[src/rtl/ddr3_access_defs.svh]
// Functional notes
// - Write-data-ready rises after variable delay.
// - Write data sampled one or two cycles later.
// - Ready-to-data delay defaults to one cycle.
// - Closed bank gets ACTIVE before write.
// - Other row open: PRECHARGE, ACTIVE, then write.
// - Row already open: write command only.
// - Write-autoclose issues write with auto precharge.
// - Read data returned with read-valid strobe.
// - Reads use the same row checking.
// - Read-autoclose issues read with auto precharge.
// - Refresh burst of one to eight commands.
// - Internal timer period is interval times count.
// - Precharge only before first refresh of burst.
// - External request port disables internal timer.
// - External burst completion pulses acknowledge.
// - Address width is column, row, bank-select.
// - Bank address field is three bits.
// - Chip-select field is zero, one or two bits.
// - Address packed column, bank, chip select, row.
// - Command-ready pulses; valid counts only then.
`ifndef DDR3_ACCESS_DEFS_SVH
`define DDR3_ACCESS_DEFS_SVH

// User command codes.
`define UCMD_READ 4'h1
`define UCMD_WRITE 4'h2
`define UCMD_READ_AUTOCLOSE 4'h3
`define UCMD_WRITE_AUTOCLOSE 4'h4

// Address geometry defaults.
`define BANK_ADDR_BITS 3
`define COL_BITS_DEFAULT 11
`define ROW_BITS_DEFAULT 14
`define CS_BITS_DEFAULT 1
`define DATA_BITS_DEFAULT 64

// Write data path.
`define READY_TO_PAYLOAD_DELAY 1
`define WDATA_FIFO_DEPTH 16

// Refresh defaults.
`define REFRESH_BURST_DEFAULT 8
`define REFRESH_INTERVAL_CYC 780

// Timing in nanoseconds and derived clock counts, rounded up.
`define CLK_PERIOD_NS 10
`define CMD_GAP_NS 15
`define REF_GAP_NS 160
`define CMD_GAP_CYC ((`CMD_GAP_NS + `CLK_PERIOD_NS - 1) / `CLK_PERIOD_NS)
`define REF_GAP_CYC ((`REF_GAP_NS + `CLK_PERIOD_NS - 1) / `CLK_PERIOD_NS)

`endif

[src/rtl/ddr3_access_pkg.sv]
package ddr3_access_pkg;

  // Controller states, one-hot.
  typedef enum logic [9:0] {
    S_IDLE  = 10'h001,
    S_CHECK = 10'h002,
    S_PRE   = 10'h004,
    S_ACT   = 10'h008,
    S_WREQ  = 10'h010,
    S_WRDY  = 10'h020,
    S_ISSUE = 10'h040,
    S_RPRE  = 10'h080,
    S_REF   = 10'h100,
    S_RDONE = 10'h200
  } state_t;

  // Memory-side command codes.
  typedef enum logic [3:0] {
    MC_NOP       = 4'h0,
    MC_ACTIVE    = 4'h1,
    MC_PRECHARGE = 4'h2,
    MC_PRE_ALL   = 4'h3,
    MC_WRITE     = 4'h4,
    MC_WRITE_AC  = 4'h5,
    MC_READ      = 4'h6,
    MC_READ_AC   = 4'h7,
    MC_REFRESH   = 4'h8
  } mem_cmd_t;

endpackage

[src/rtl/sync_fifo.sv]
module sync_fifo #(
  parameter int WIDTH = 8,
  parameter int DEPTH = 16
) (
  input wire logic clk,
  input wire logic sys_rst,
  input wire logic inValid,
  input wire logic [WIDTH-1:0] inData,
  output logic inReady,
  output logic outValid,
  output logic [WIDTH-1:0] outData,
  input wire logic outReady
);

  localparam int PW = (DEPTH > 1) ? $clog2(DEPTH) : 1;
  localparam int CW = $clog2(DEPTH + 1);
  localparam logic [PW-1:0] LAST = PW'(DEPTH - 1);
  localparam logic [CW-1:0] FULL = CW'(DEPTH);

  typedef struct packed {
    logic [DEPTH-1:0][WIDTH-1:0] mem;
    logic [PW-1:0] wrPtr;
    logic [PW-1:0] rdPtr;
    logic [CW-1:0] count;
  } fifo_t;

  fifo_t st_reg;
  fifo_t st_next;
  logic push;
  logic pop;

  // Handshakes on both sides; full and empty follow the occupancy count.
  assign inReady = (st_reg.count != FULL);
  assign outValid = (st_reg.count != '0);
  assign outData = st_reg.mem[st_reg.rdPtr];
  assign push = inValid && inReady;
  assign pop = outValid && outReady;

  // Pointer and storage update; pointers wrap at the last entry.
  always_comb begin
    st_next = st_reg;
    if (push) begin
      st_next.mem[st_reg.wrPtr] = inData;
      st_next.wrPtr = (st_reg.wrPtr == LAST) ? '0 : st_reg.wrPtr + 1'b1;
    end
    if (pop) begin
      st_next.rdPtr = (st_reg.rdPtr == LAST) ? '0 : st_reg.rdPtr + 1'b1;
    end
    if (push && !pop) begin
      st_next.count = st_reg.count + 1'b1;
    end else if (pop && !push) begin
      st_next.count = st_reg.count - 1'b1;
    end
  end

  // State register.
  always_ff @(posedge clk) begin
    if (sys_rst) begin
      st_reg <= '0;
    end else begin
      st_reg <= st_next;
    end
  end

endmodule

[src/rtl/ddr3_user_access_refresh.sv]
`include "ddr3_access_defs.svh"

module ddr3_user_access_refresh #(
  parameter int COL_BITS = `COL_BITS_DEFAULT,
  parameter int ROW_BITS = `ROW_BITS_DEFAULT,
  parameter int CS_BITS = `CS_BITS_DEFAULT,
  parameter int DATA_BITS = `DATA_BITS_DEFAULT,
  parameter int READY_TO_PAYLOAD_DELAY = `READY_TO_PAYLOAD_DELAY,
  parameter int REFRESH_BURST = `REFRESH_BURST_DEFAULT,
  parameter int REFRESH_INTERVAL_PARAM = `REFRESH_INTERVAL_CYC,
  parameter bit EXT_REFRESH_PORT = 1'b0,
  parameter int FIFO_DEPTH = `WDATA_FIFO_DEPTH,
  localparam int BANK_SELECT_BITS = `BANK_ADDR_BITS + CS_BITS,
  localparam int ADDR_BITS = COL_BITS + ROW_BITS + BANK_SELECT_BITS
) (
  input wire logic clk,
  input wire logic sys_rst,
  output logic cmdRdy,
  input wire logic cmdValid,
  input wire logic [3:0] cmd,
  input wire logic [ADDR_BITS-1:0] addr,
  output logic dataInRdy,
  input wire logic [DATA_BITS-1:0] writeData,
  input wire logic [DATA_BITS/8-1:0] dataMask,
  output logic [DATA_BITS-1:0] readData,
  output logic readDataValid,
  input wire logic extAutoRef,
  output logic extAutoRefAck,
  output logic memCmdValid,
  output ddr3_access_pkg::mem_cmd_t memCmd,
  output logic [BANK_SELECT_BITS-1:0] memBankSel,
  output logic [ROW_BITS-1:0] memRow,
  output logic [COL_BITS-1:0] memCol,
  output logic memWrValid,
  output logic [DATA_BITS-1:0] memWrData,
  output logic [DATA_BITS/8-1:0] memWrMask,
  input wire logic memWrReady,
  input wire logic memRdValid,
  input wire logic [DATA_BITS-1:0] memRdData
);

  localparam int NBS = 1 << BANK_SELECT_BITS;
  localparam int MW = DATA_BITS / 8;
  localparam int FW = DATA_BITS + MW;
  localparam logic [31:0] REF_PERIOD =
    32'(REFRESH_INTERVAL_PARAM * REFRESH_BURST);
  localparam logic [7:0] CMD_GAP = 8'(`CMD_GAP_CYC);
  localparam logic [7:0] REF_GAP = 8'(`REF_GAP_CYC);
  localparam logic [3:0] BURST = 4'(REFRESH_BURST);
  localparam logic [1:0] RDLY = 2'(READY_TO_PAYLOAD_DELAY);

  typedef struct packed {
    ddr3_access_pkg::state_t state;
    logic cmdRdy;
    logic [3:0] cmd;
    logic [ADDR_BITS-1:0] addr;
    logic dataInRdy;
    logic [1:0] dly;
    logic [7:0] gap;
    logic [NBS-1:0] openValid;
    logic [NBS-1:0][ROW_BITS-1:0] openRow;
    logic [31:0] refTimer;
    logic refPending;
    logic [3:0] refLeft;
    logic extPrev;
    logic extAck;
    logic memCmdValid;
    ddr3_access_pkg::mem_cmd_t memCmd;
    logic [BANK_SELECT_BITS-1:0] memBankSel;
    logic [ROW_BITS-1:0] memRow;
    logic [COL_BITS-1:0] memCol;
    logic [DATA_BITS-1:0] readData;
    logic readDataValid;
  } ctrl_t;

  ctrl_t r_reg;
  ctrl_t r_next;
  logic fifoInReady;
  logic fifoPush;
  logic [FW-1:0] fifoOut;
  logic [COL_BITS-1:0] reqCol;
  logic [BANK_SELECT_BITS-1:0] reqSel;
  logic [ROW_BITS-1:0] reqRow;
  logic reqWrite;
  logic reqRead;
  logic reqClose;
  logic refTick;
  logic extRise;

  // Flat address split: column low, then bank, chip select, row on top.
  assign reqCol = r_reg.addr[COL_BITS-1:0];
  assign reqSel = r_reg.addr[COL_BITS +: BANK_SELECT_BITS];
  assign reqRow = r_reg.addr[COL_BITS+BANK_SELECT_BITS +: ROW_BITS];

  // Decode of the latched user command.
  assign reqWrite = (r_reg.cmd == `UCMD_WRITE) ||
                    (r_reg.cmd == `UCMD_WRITE_AUTOCLOSE);
  assign reqRead = (r_reg.cmd == `UCMD_READ) ||
                   (r_reg.cmd == `UCMD_READ_AUTOCLOSE);
  assign reqClose = (r_reg.cmd == `UCMD_WRITE_AUTOCLOSE) ||
                    (r_reg.cmd == `UCMD_READ_AUTOCLOSE);

  // Refresh triggers: the timer only without the external port.
  assign refTick = !EXT_REFRESH_PORT &&
                   (r_reg.refTimer == REF_PERIOD - 32'h1);
  assign extRise = EXT_REFRESH_PORT && extAutoRef && !r_reg.extPrev;

  // Write data enters the buffer a fixed delay after the ready pulse.
  assign fifoPush = (r_reg.state == ddr3_access_pkg::S_WRDY) &&
                    (r_reg.dly == RDLY);

  // Next-state logic of the access engine and refresh scheduler.
  always_comb begin
    r_next = r_reg;
    r_next.cmdRdy = 1'b0;
    r_next.dataInRdy = 1'b0;
    r_next.memCmdValid = 1'b0;
    r_next.extAck = 1'b0;
    r_next.extPrev = extAutoRef;
    r_next.readDataValid = memRdValid;
    if (memRdValid) begin
      r_next.readData = memRdData;
    end
    if (r_reg.gap != 8'h00) begin
      r_next.gap = r_reg.gap - 8'h01;
    end
    if (EXT_REFRESH_PORT || refTick) begin
      r_next.refTimer = 32'h0;
    end else begin
      r_next.refTimer = r_reg.refTimer + 32'h1;
    end
    unique case (r_reg.state)
      ddr3_access_pkg::S_IDLE: begin
        if (r_reg.cmdRdy && cmdValid) begin
          r_next.cmd = cmd;
          r_next.addr = addr;
          r_next.state = ddr3_access_pkg::S_CHECK;
        end else if (r_reg.refPending) begin
          r_next.state = ddr3_access_pkg::S_RPRE;
        end else if (!r_reg.cmdRdy) begin
          r_next.cmdRdy = 1'b1;
        end
      end
      ddr3_access_pkg::S_CHECK: begin
        if (!(reqWrite || reqRead)) begin
          r_next.state = ddr3_access_pkg::S_IDLE;
        end else if (r_reg.openValid[reqSel] &&
                     r_reg.openRow[reqSel] == reqRow) begin
          r_next.state = reqWrite ? ddr3_access_pkg::S_WREQ :
                                    ddr3_access_pkg::S_ISSUE;
        end else if (r_reg.openValid[reqSel]) begin
          r_next.state = ddr3_access_pkg::S_PRE;
        end else begin
          r_next.state = ddr3_access_pkg::S_ACT;
        end
      end
      ddr3_access_pkg::S_PRE: begin
        if (r_reg.gap == 8'h00) begin
          r_next.memCmdValid = 1'b1;
          r_next.memCmd = ddr3_access_pkg::MC_PRECHARGE;
          r_next.memBankSel = reqSel;
          r_next.openValid[reqSel] = 1'b0;
          r_next.gap = CMD_GAP;
          r_next.state = ddr3_access_pkg::S_ACT;
        end
      end
      ddr3_access_pkg::S_ACT: begin
        if (r_reg.gap == 8'h00) begin
          r_next.memCmdValid = 1'b1;
          r_next.memCmd = ddr3_access_pkg::MC_ACTIVE;
          r_next.memBankSel = reqSel;
          r_next.memRow = reqRow;
          r_next.openValid[reqSel] = 1'b1;
          r_next.openRow[reqSel] = reqRow;
          r_next.gap = CMD_GAP;
          r_next.state = reqWrite ? ddr3_access_pkg::S_WREQ :
                                    ddr3_access_pkg::S_ISSUE;
        end
      end
      ddr3_access_pkg::S_WREQ: begin
        // Ready is offered only while the buffer has room for the word.
        if (fifoInReady) begin
          r_next.dataInRdy = 1'b1;
          r_next.dly = 2'h0;
          r_next.state = ddr3_access_pkg::S_WRDY;
        end
      end
      ddr3_access_pkg::S_WRDY: begin
        r_next.dly = r_reg.dly + 2'h1;
        if (fifoPush) begin
          r_next.state = ddr3_access_pkg::S_ISSUE;
        end
      end
      ddr3_access_pkg::S_ISSUE: begin
        if (r_reg.gap == 8'h00) begin
          r_next.memCmdValid = 1'b1;
          if (reqWrite) begin
            r_next.memCmd = reqClose ? ddr3_access_pkg::MC_WRITE_AC :
                                       ddr3_access_pkg::MC_WRITE;
          end else begin
            r_next.memCmd = reqClose ? ddr3_access_pkg::MC_READ_AC :
                                       ddr3_access_pkg::MC_READ;
          end
          r_next.memBankSel = reqSel;
          r_next.memRow = reqRow;
          r_next.memCol = reqCol;
          if (reqClose) begin
            r_next.openValid[reqSel] = 1'b0;
          end
          r_next.gap = CMD_GAP;
          r_next.state = ddr3_access_pkg::S_IDLE;
        end
      end
      ddr3_access_pkg::S_RPRE: begin
        if (r_reg.gap == 8'h00) begin
          r_next.memCmdValid = 1'b1;
          r_next.memCmd = ddr3_access_pkg::MC_PRE_ALL;
          r_next.openValid = '0;
          r_next.refLeft = BURST;
          r_next.gap = CMD_GAP;
          r_next.state = ddr3_access_pkg::S_REF;
        end
      end
      ddr3_access_pkg::S_REF: begin
        if (r_reg.gap == 8'h00) begin
          r_next.memCmdValid = 1'b1;
          r_next.memCmd = ddr3_access_pkg::MC_REFRESH;
          r_next.refLeft = r_reg.refLeft - 4'h1;
          r_next.gap = REF_GAP;
          if (r_reg.refLeft == 4'h1) begin
            r_next.state = ddr3_access_pkg::S_RDONE;
          end
        end
      end
      ddr3_access_pkg::S_RDONE: begin
        if (r_reg.gap == 8'h00) begin
          r_next.extAck = EXT_REFRESH_PORT;
          r_next.refPending = 1'b0;
          r_next.state = ddr3_access_pkg::S_IDLE;
        end
      end
    endcase
    // A new trigger in the clearing cycle keeps the request pending.
    if (refTick || extRise) begin
      r_next.refPending = 1'b1;
    end
  end

  // State register.
  always_ff @(posedge clk) begin
    if (sys_rst) begin
      r_reg <= '0;
      r_reg.state <= ddr3_access_pkg::S_IDLE;
      r_reg.memCmd <= ddr3_access_pkg::MC_NOP;
    end else begin
      r_reg <= r_next;
    end
  end

  // Write data and its mask travel together through the buffer.
  sync_fifo #(
    .WIDTH(FW),
    .DEPTH(FIFO_DEPTH)
  ) u_wdata_fifo (
    .clk(clk),
    .sys_rst(sys_rst),
    .inValid(fifoPush),
    .inData({dataMask, writeData}),
    .inReady(fifoInReady),
    .outValid(memWrValid),
    .outData(fifoOut),
    .outReady(memWrReady)
  );

  assign memWrData = fifoOut[DATA_BITS-1:0];
  assign memWrMask = fifoOut[FW-1:DATA_BITS];

  // Registered outputs.
  assign cmdRdy = r_reg.cmdRdy;
  assign dataInRdy = r_reg.dataInRdy;
  assign readData = r_reg.readData;
  assign readDataValid = r_reg.readDataValid;
  assign extAutoRefAck = r_reg.extAck;
  assign memCmdValid = r_reg.memCmdValid;
  assign memCmd = r_reg.memCmd;
  assign memBankSel = r_reg.memBankSel;
  assign memRow = r_reg.memRow;
  assign memCol = r_reg.memCol;

endmodule

[config.mk]
export PLATFORM = sky130hd
export DESIGN_NAME = ddr3_user_access_refresh
export DESIGN_NICKNAME = d
export VERILOG_FILES = /design/src/rtl/ddr3_access_pkg.sv /design/src/rtl/sync_fifo.sv /design/src/rtl/ddr3_user_access_refresh.sv
export VERILOG_INCLUDE_DIRS = /design/src /design/src/rtl
export SDC_FILE = /design/constraint.sdc
export NUM_CORES = 2
export LEC_CHECK = 0
export ABC_AREA = 1
export BUFFER_PORTS_ARGS = -buffer_cell sky130_fd_sc_hd__buf_2
export CAP_MARGIN = 25
export CORE_UTILIZATION = 36
export CTS_CLUSTER_DIAMETER = 150
export CTS_CLUSTER_SIZE = 8
export DETAILED_ROUTE_END_ITERATION = 8
export SYNTH_ARGS = -nofsm -noshare
export SYNTH_HDL_FRONTEND = slang
export SYNTH_SLANG_ARGS = --single-unit
[constraint.sdc]
create_clock -name clk -period 2.98 [get_ports clk]
set_input_delay 0.298 -clock clk [delete_from_list [all_inputs] [get_ports clk]]
set_output_delay 0.298 -clock clk [all_outputs]
set_load 0.01 [all_outputs]
==> reports/results.ini <==
[status]
outcome=finished, violations left
violations=DRC, setup timing

[floorplanning]
initial_core_util=0.3634
die_w_um=432.3
ioPinCount=350
core.rowCount=157
chipHeight_um=432.3
core_area_um2=183500
dieArea_um2=186900

[yosys]
synth_top_cell_by_area=dfxtp_1
ys_top_cells_by_area=dfxtp_1 (48%), o21ai_0 (13%), a21oi_1 (11%)
synthFlopType=dfxtp_1
syn_area_um2=66670
synth.top_cell.area_share=0.4793
ys_types=52
yosysSeqAreaShare=0.4793
synth_nets=8899
synth_edf_count=0
synthArstFlopShare=0
syn_avg_cell_area_um2=7.657
ys_warn_count=0
netlist_instances=8707
yosys_register_bits=1596

[detailed_routing]
ant_nets=0
via_per_inst=5.664
drtIter0Drc=6633
route.detailed.drc=4
routed_wl_um=239500
wl_per_cell_um=21.03
dr.pass1.iters=8
vias=64520

[placed_design]
io_buffers=347
placed_area_um2=70860
place_congestion=0.8311
dpl.hpwl_um=131900
dp_slack_ns=0.2799

[critical_path]
setup.worst_path.end_class=primary output
worstSetupStartpointType=register
critPathRequiredTime_ns=2.68
arrival_ns=2.81
crit_fanout=12
crit_type=reg2out

[power_and_ir_drop]
power_density_nw_per_um2=739.5
total_power_mw=61.38
p_leak_nw=33.30
peakVddDrop_mv=0.5832

[timing]
skew_ns=0.08863
post-route-period-util=1.043
finalSetupViolCount=46
rsz0062_at_grt=yes
slew_viol_final=0
layout_setup_ws_ns=-0.1293
slew_headroom=0.3436
min_period_ns=3.109
fmax_mhz=321.6
hold_viol=0
worst_pin_slew_ns=0.9804

[clocking]
htree_num_levels=4
cts_made_buffers=217
cts_buffer_depth=3
worstSkewPairLatency_ns=0.85
root_buffer=clkbuf_16
cts_tree=built
clock_sinks=1596
clk_pin_slew_worst_paths_ns=0.06

[min_path]
min_path_type=in2reg

[cells_and_area]
final_area_um2=83010
drive_gt1_frac=0.1476
largest_register_ffs=1165
finalNetCount=9100
area_growth_pct=24.51

[global_route]
grt_pass1_wl_um=357100
grt.overflow.total=0
antenna_found_initial=9
grt_pass1_vias=59450
grt_max_degree=157
grt_usage=0.2415

[job]
drv_cap=0

[path summary, 6_finish.rpt]
| kind | startpoint | end | slack, ns | depth (start not counted) |
|---|---|---|---|---|
| max reg2reg | r_reg[403] | r_reg[429] | 0.22 | 14 |
| max | u_wdata_fifo.st_reg[5] | memWrData[26] | -0.13 | 8 |
| min | writeData[4] | u_wdata_fifo.st_reg[881] | 0.06 | 3 |
| min reg2reg | memBankSel[1] | memBankSel[1] | 0.44 | 2 |
[critical path: stages, from the launching register on]
cell	delay, ns
dfxtp_4	0.40
buf_12	0.17
buf_6	0.15
clkbuf_16	0.18
o21ai_1	0.13
a21oi_1	0.07
o311ai_2	0.35
nand3_2	0.26
buf_6	0.20
[repair_timing]
item / CTS / global route
hold buffers: 157 / 1
pin swaps: 114 / 109
setup buffers: 52 / 9
gates cloned: 46 / 23
setup endpoints to repair: 72 / 72
gates resized for setup: 422 / 214
hold endpoints to repair: 569 / 3
[report_power, final]
part | leakage (nW) | internal, mW | switching [mW] | total [mW]
logic | 17.6 | 7.15 | 10.1 | 17.3
clock network | 2.84 | 12.9 | 9.33 | 22.3
registers | 12.9 | 21.6 | 0.219 | 21.9
[metal layers]
metal / track usage / up-vias / share of wire
li1: - / 30380 / -
met2: 0.3848 / 2620 / 0.46
met1: 0.3297 / 31040 / 0.43
met5: 0 / - / 0.00019
met4: 0.08819 / 8 / 0.035
met3: 0.03579 / 476 / 0.073
[stage by stage]
step | utilization | setup TNS (ns) | hold slack [ns] | cells
2_1_floorplan | - | 0 | 0.4175 | 8707
3_3_place_gp | 0.3862 | 0 | 0.4255 | 10870
3_5_place_dp | 0.3862 | 0 | 0.4368 | 10870
4_1_cts | 0.4443 | -4.906 | 0.004092 | 11360
5_1_grt | 0.4524 | -7.847 | 0.05456 | 11390
6_report | 0.4524 | -2.274 | 0.05532 | 11390
[kinds of logic after synthesis]
family | share of synthesized area
AND/OR/NAND/NOR | 0.1293
adder cells (fa/ha/maj) | 0.003303
flip-flops | 0.4793
buffers and inverters | 0.08132
multiplexers | 0.007357
AO/OA/AOI/OAI | 0.2972
other | 0.00005625
XOR/XNOR | 0.002233
[layout by cell type (no fill, tap or decap), types with 14 or more instances in the layout]
cell,n
nand2_1,802
o32ai_2,46
o21ai_1,70
nand4_1,22
nor2_4,40
buf_4,168
o211ai_1,49
o221ai_2,16
clkinv_1,16
ha_1,16
a211oi_1,17
buf_6,77
a221oi_1,17
mux2i_1,43
buf_16,53
nand3_1,71
nor3_1,74
dfxtp_1,1592
o221ai_1,33
nand3_2,41
clkbuf_16,241
inv_1,273
nor2_1,935
buf_12,118
nand3_4,14
o21ai_0,1702
dlygate4sd3_1,158
a21oi_1,1499
buf_2,293
o32ai_1,120
o311ai_1,34
nor2_2,58
o21ai_2,19
o311ai_2,38
[layout make-up]
type                            count  area, um2
Antenna cell                        3      7.507
Clock buffer                      221       5466
Clock inverter                     15      387.9
Fill cell                       17530     100500
Inverter                          302       1169
Multi-Input combinational cell   5884      30980
Sequential cell                  1596      31970
Tap cell                         2464       3083
Timing Repair Buffer              903       9873
Timing Repair inverter              4      72.57
[Yosys cell counts, types with 72 or more instances]
master / number
buf_2: 130
dfxtp_1: 1596
clkbuf_1: 606
o21ai_0: 1766
a21oi_1: 1505
nor2_1: 1001
buf_4: 168
nor3_1: 80
o32ai_1: 167
nand2_1: 804
o311ai_0: 72
inv_1: 276
nand3_1: 124
Note: power is estimated with default switching activity, not from simulation.
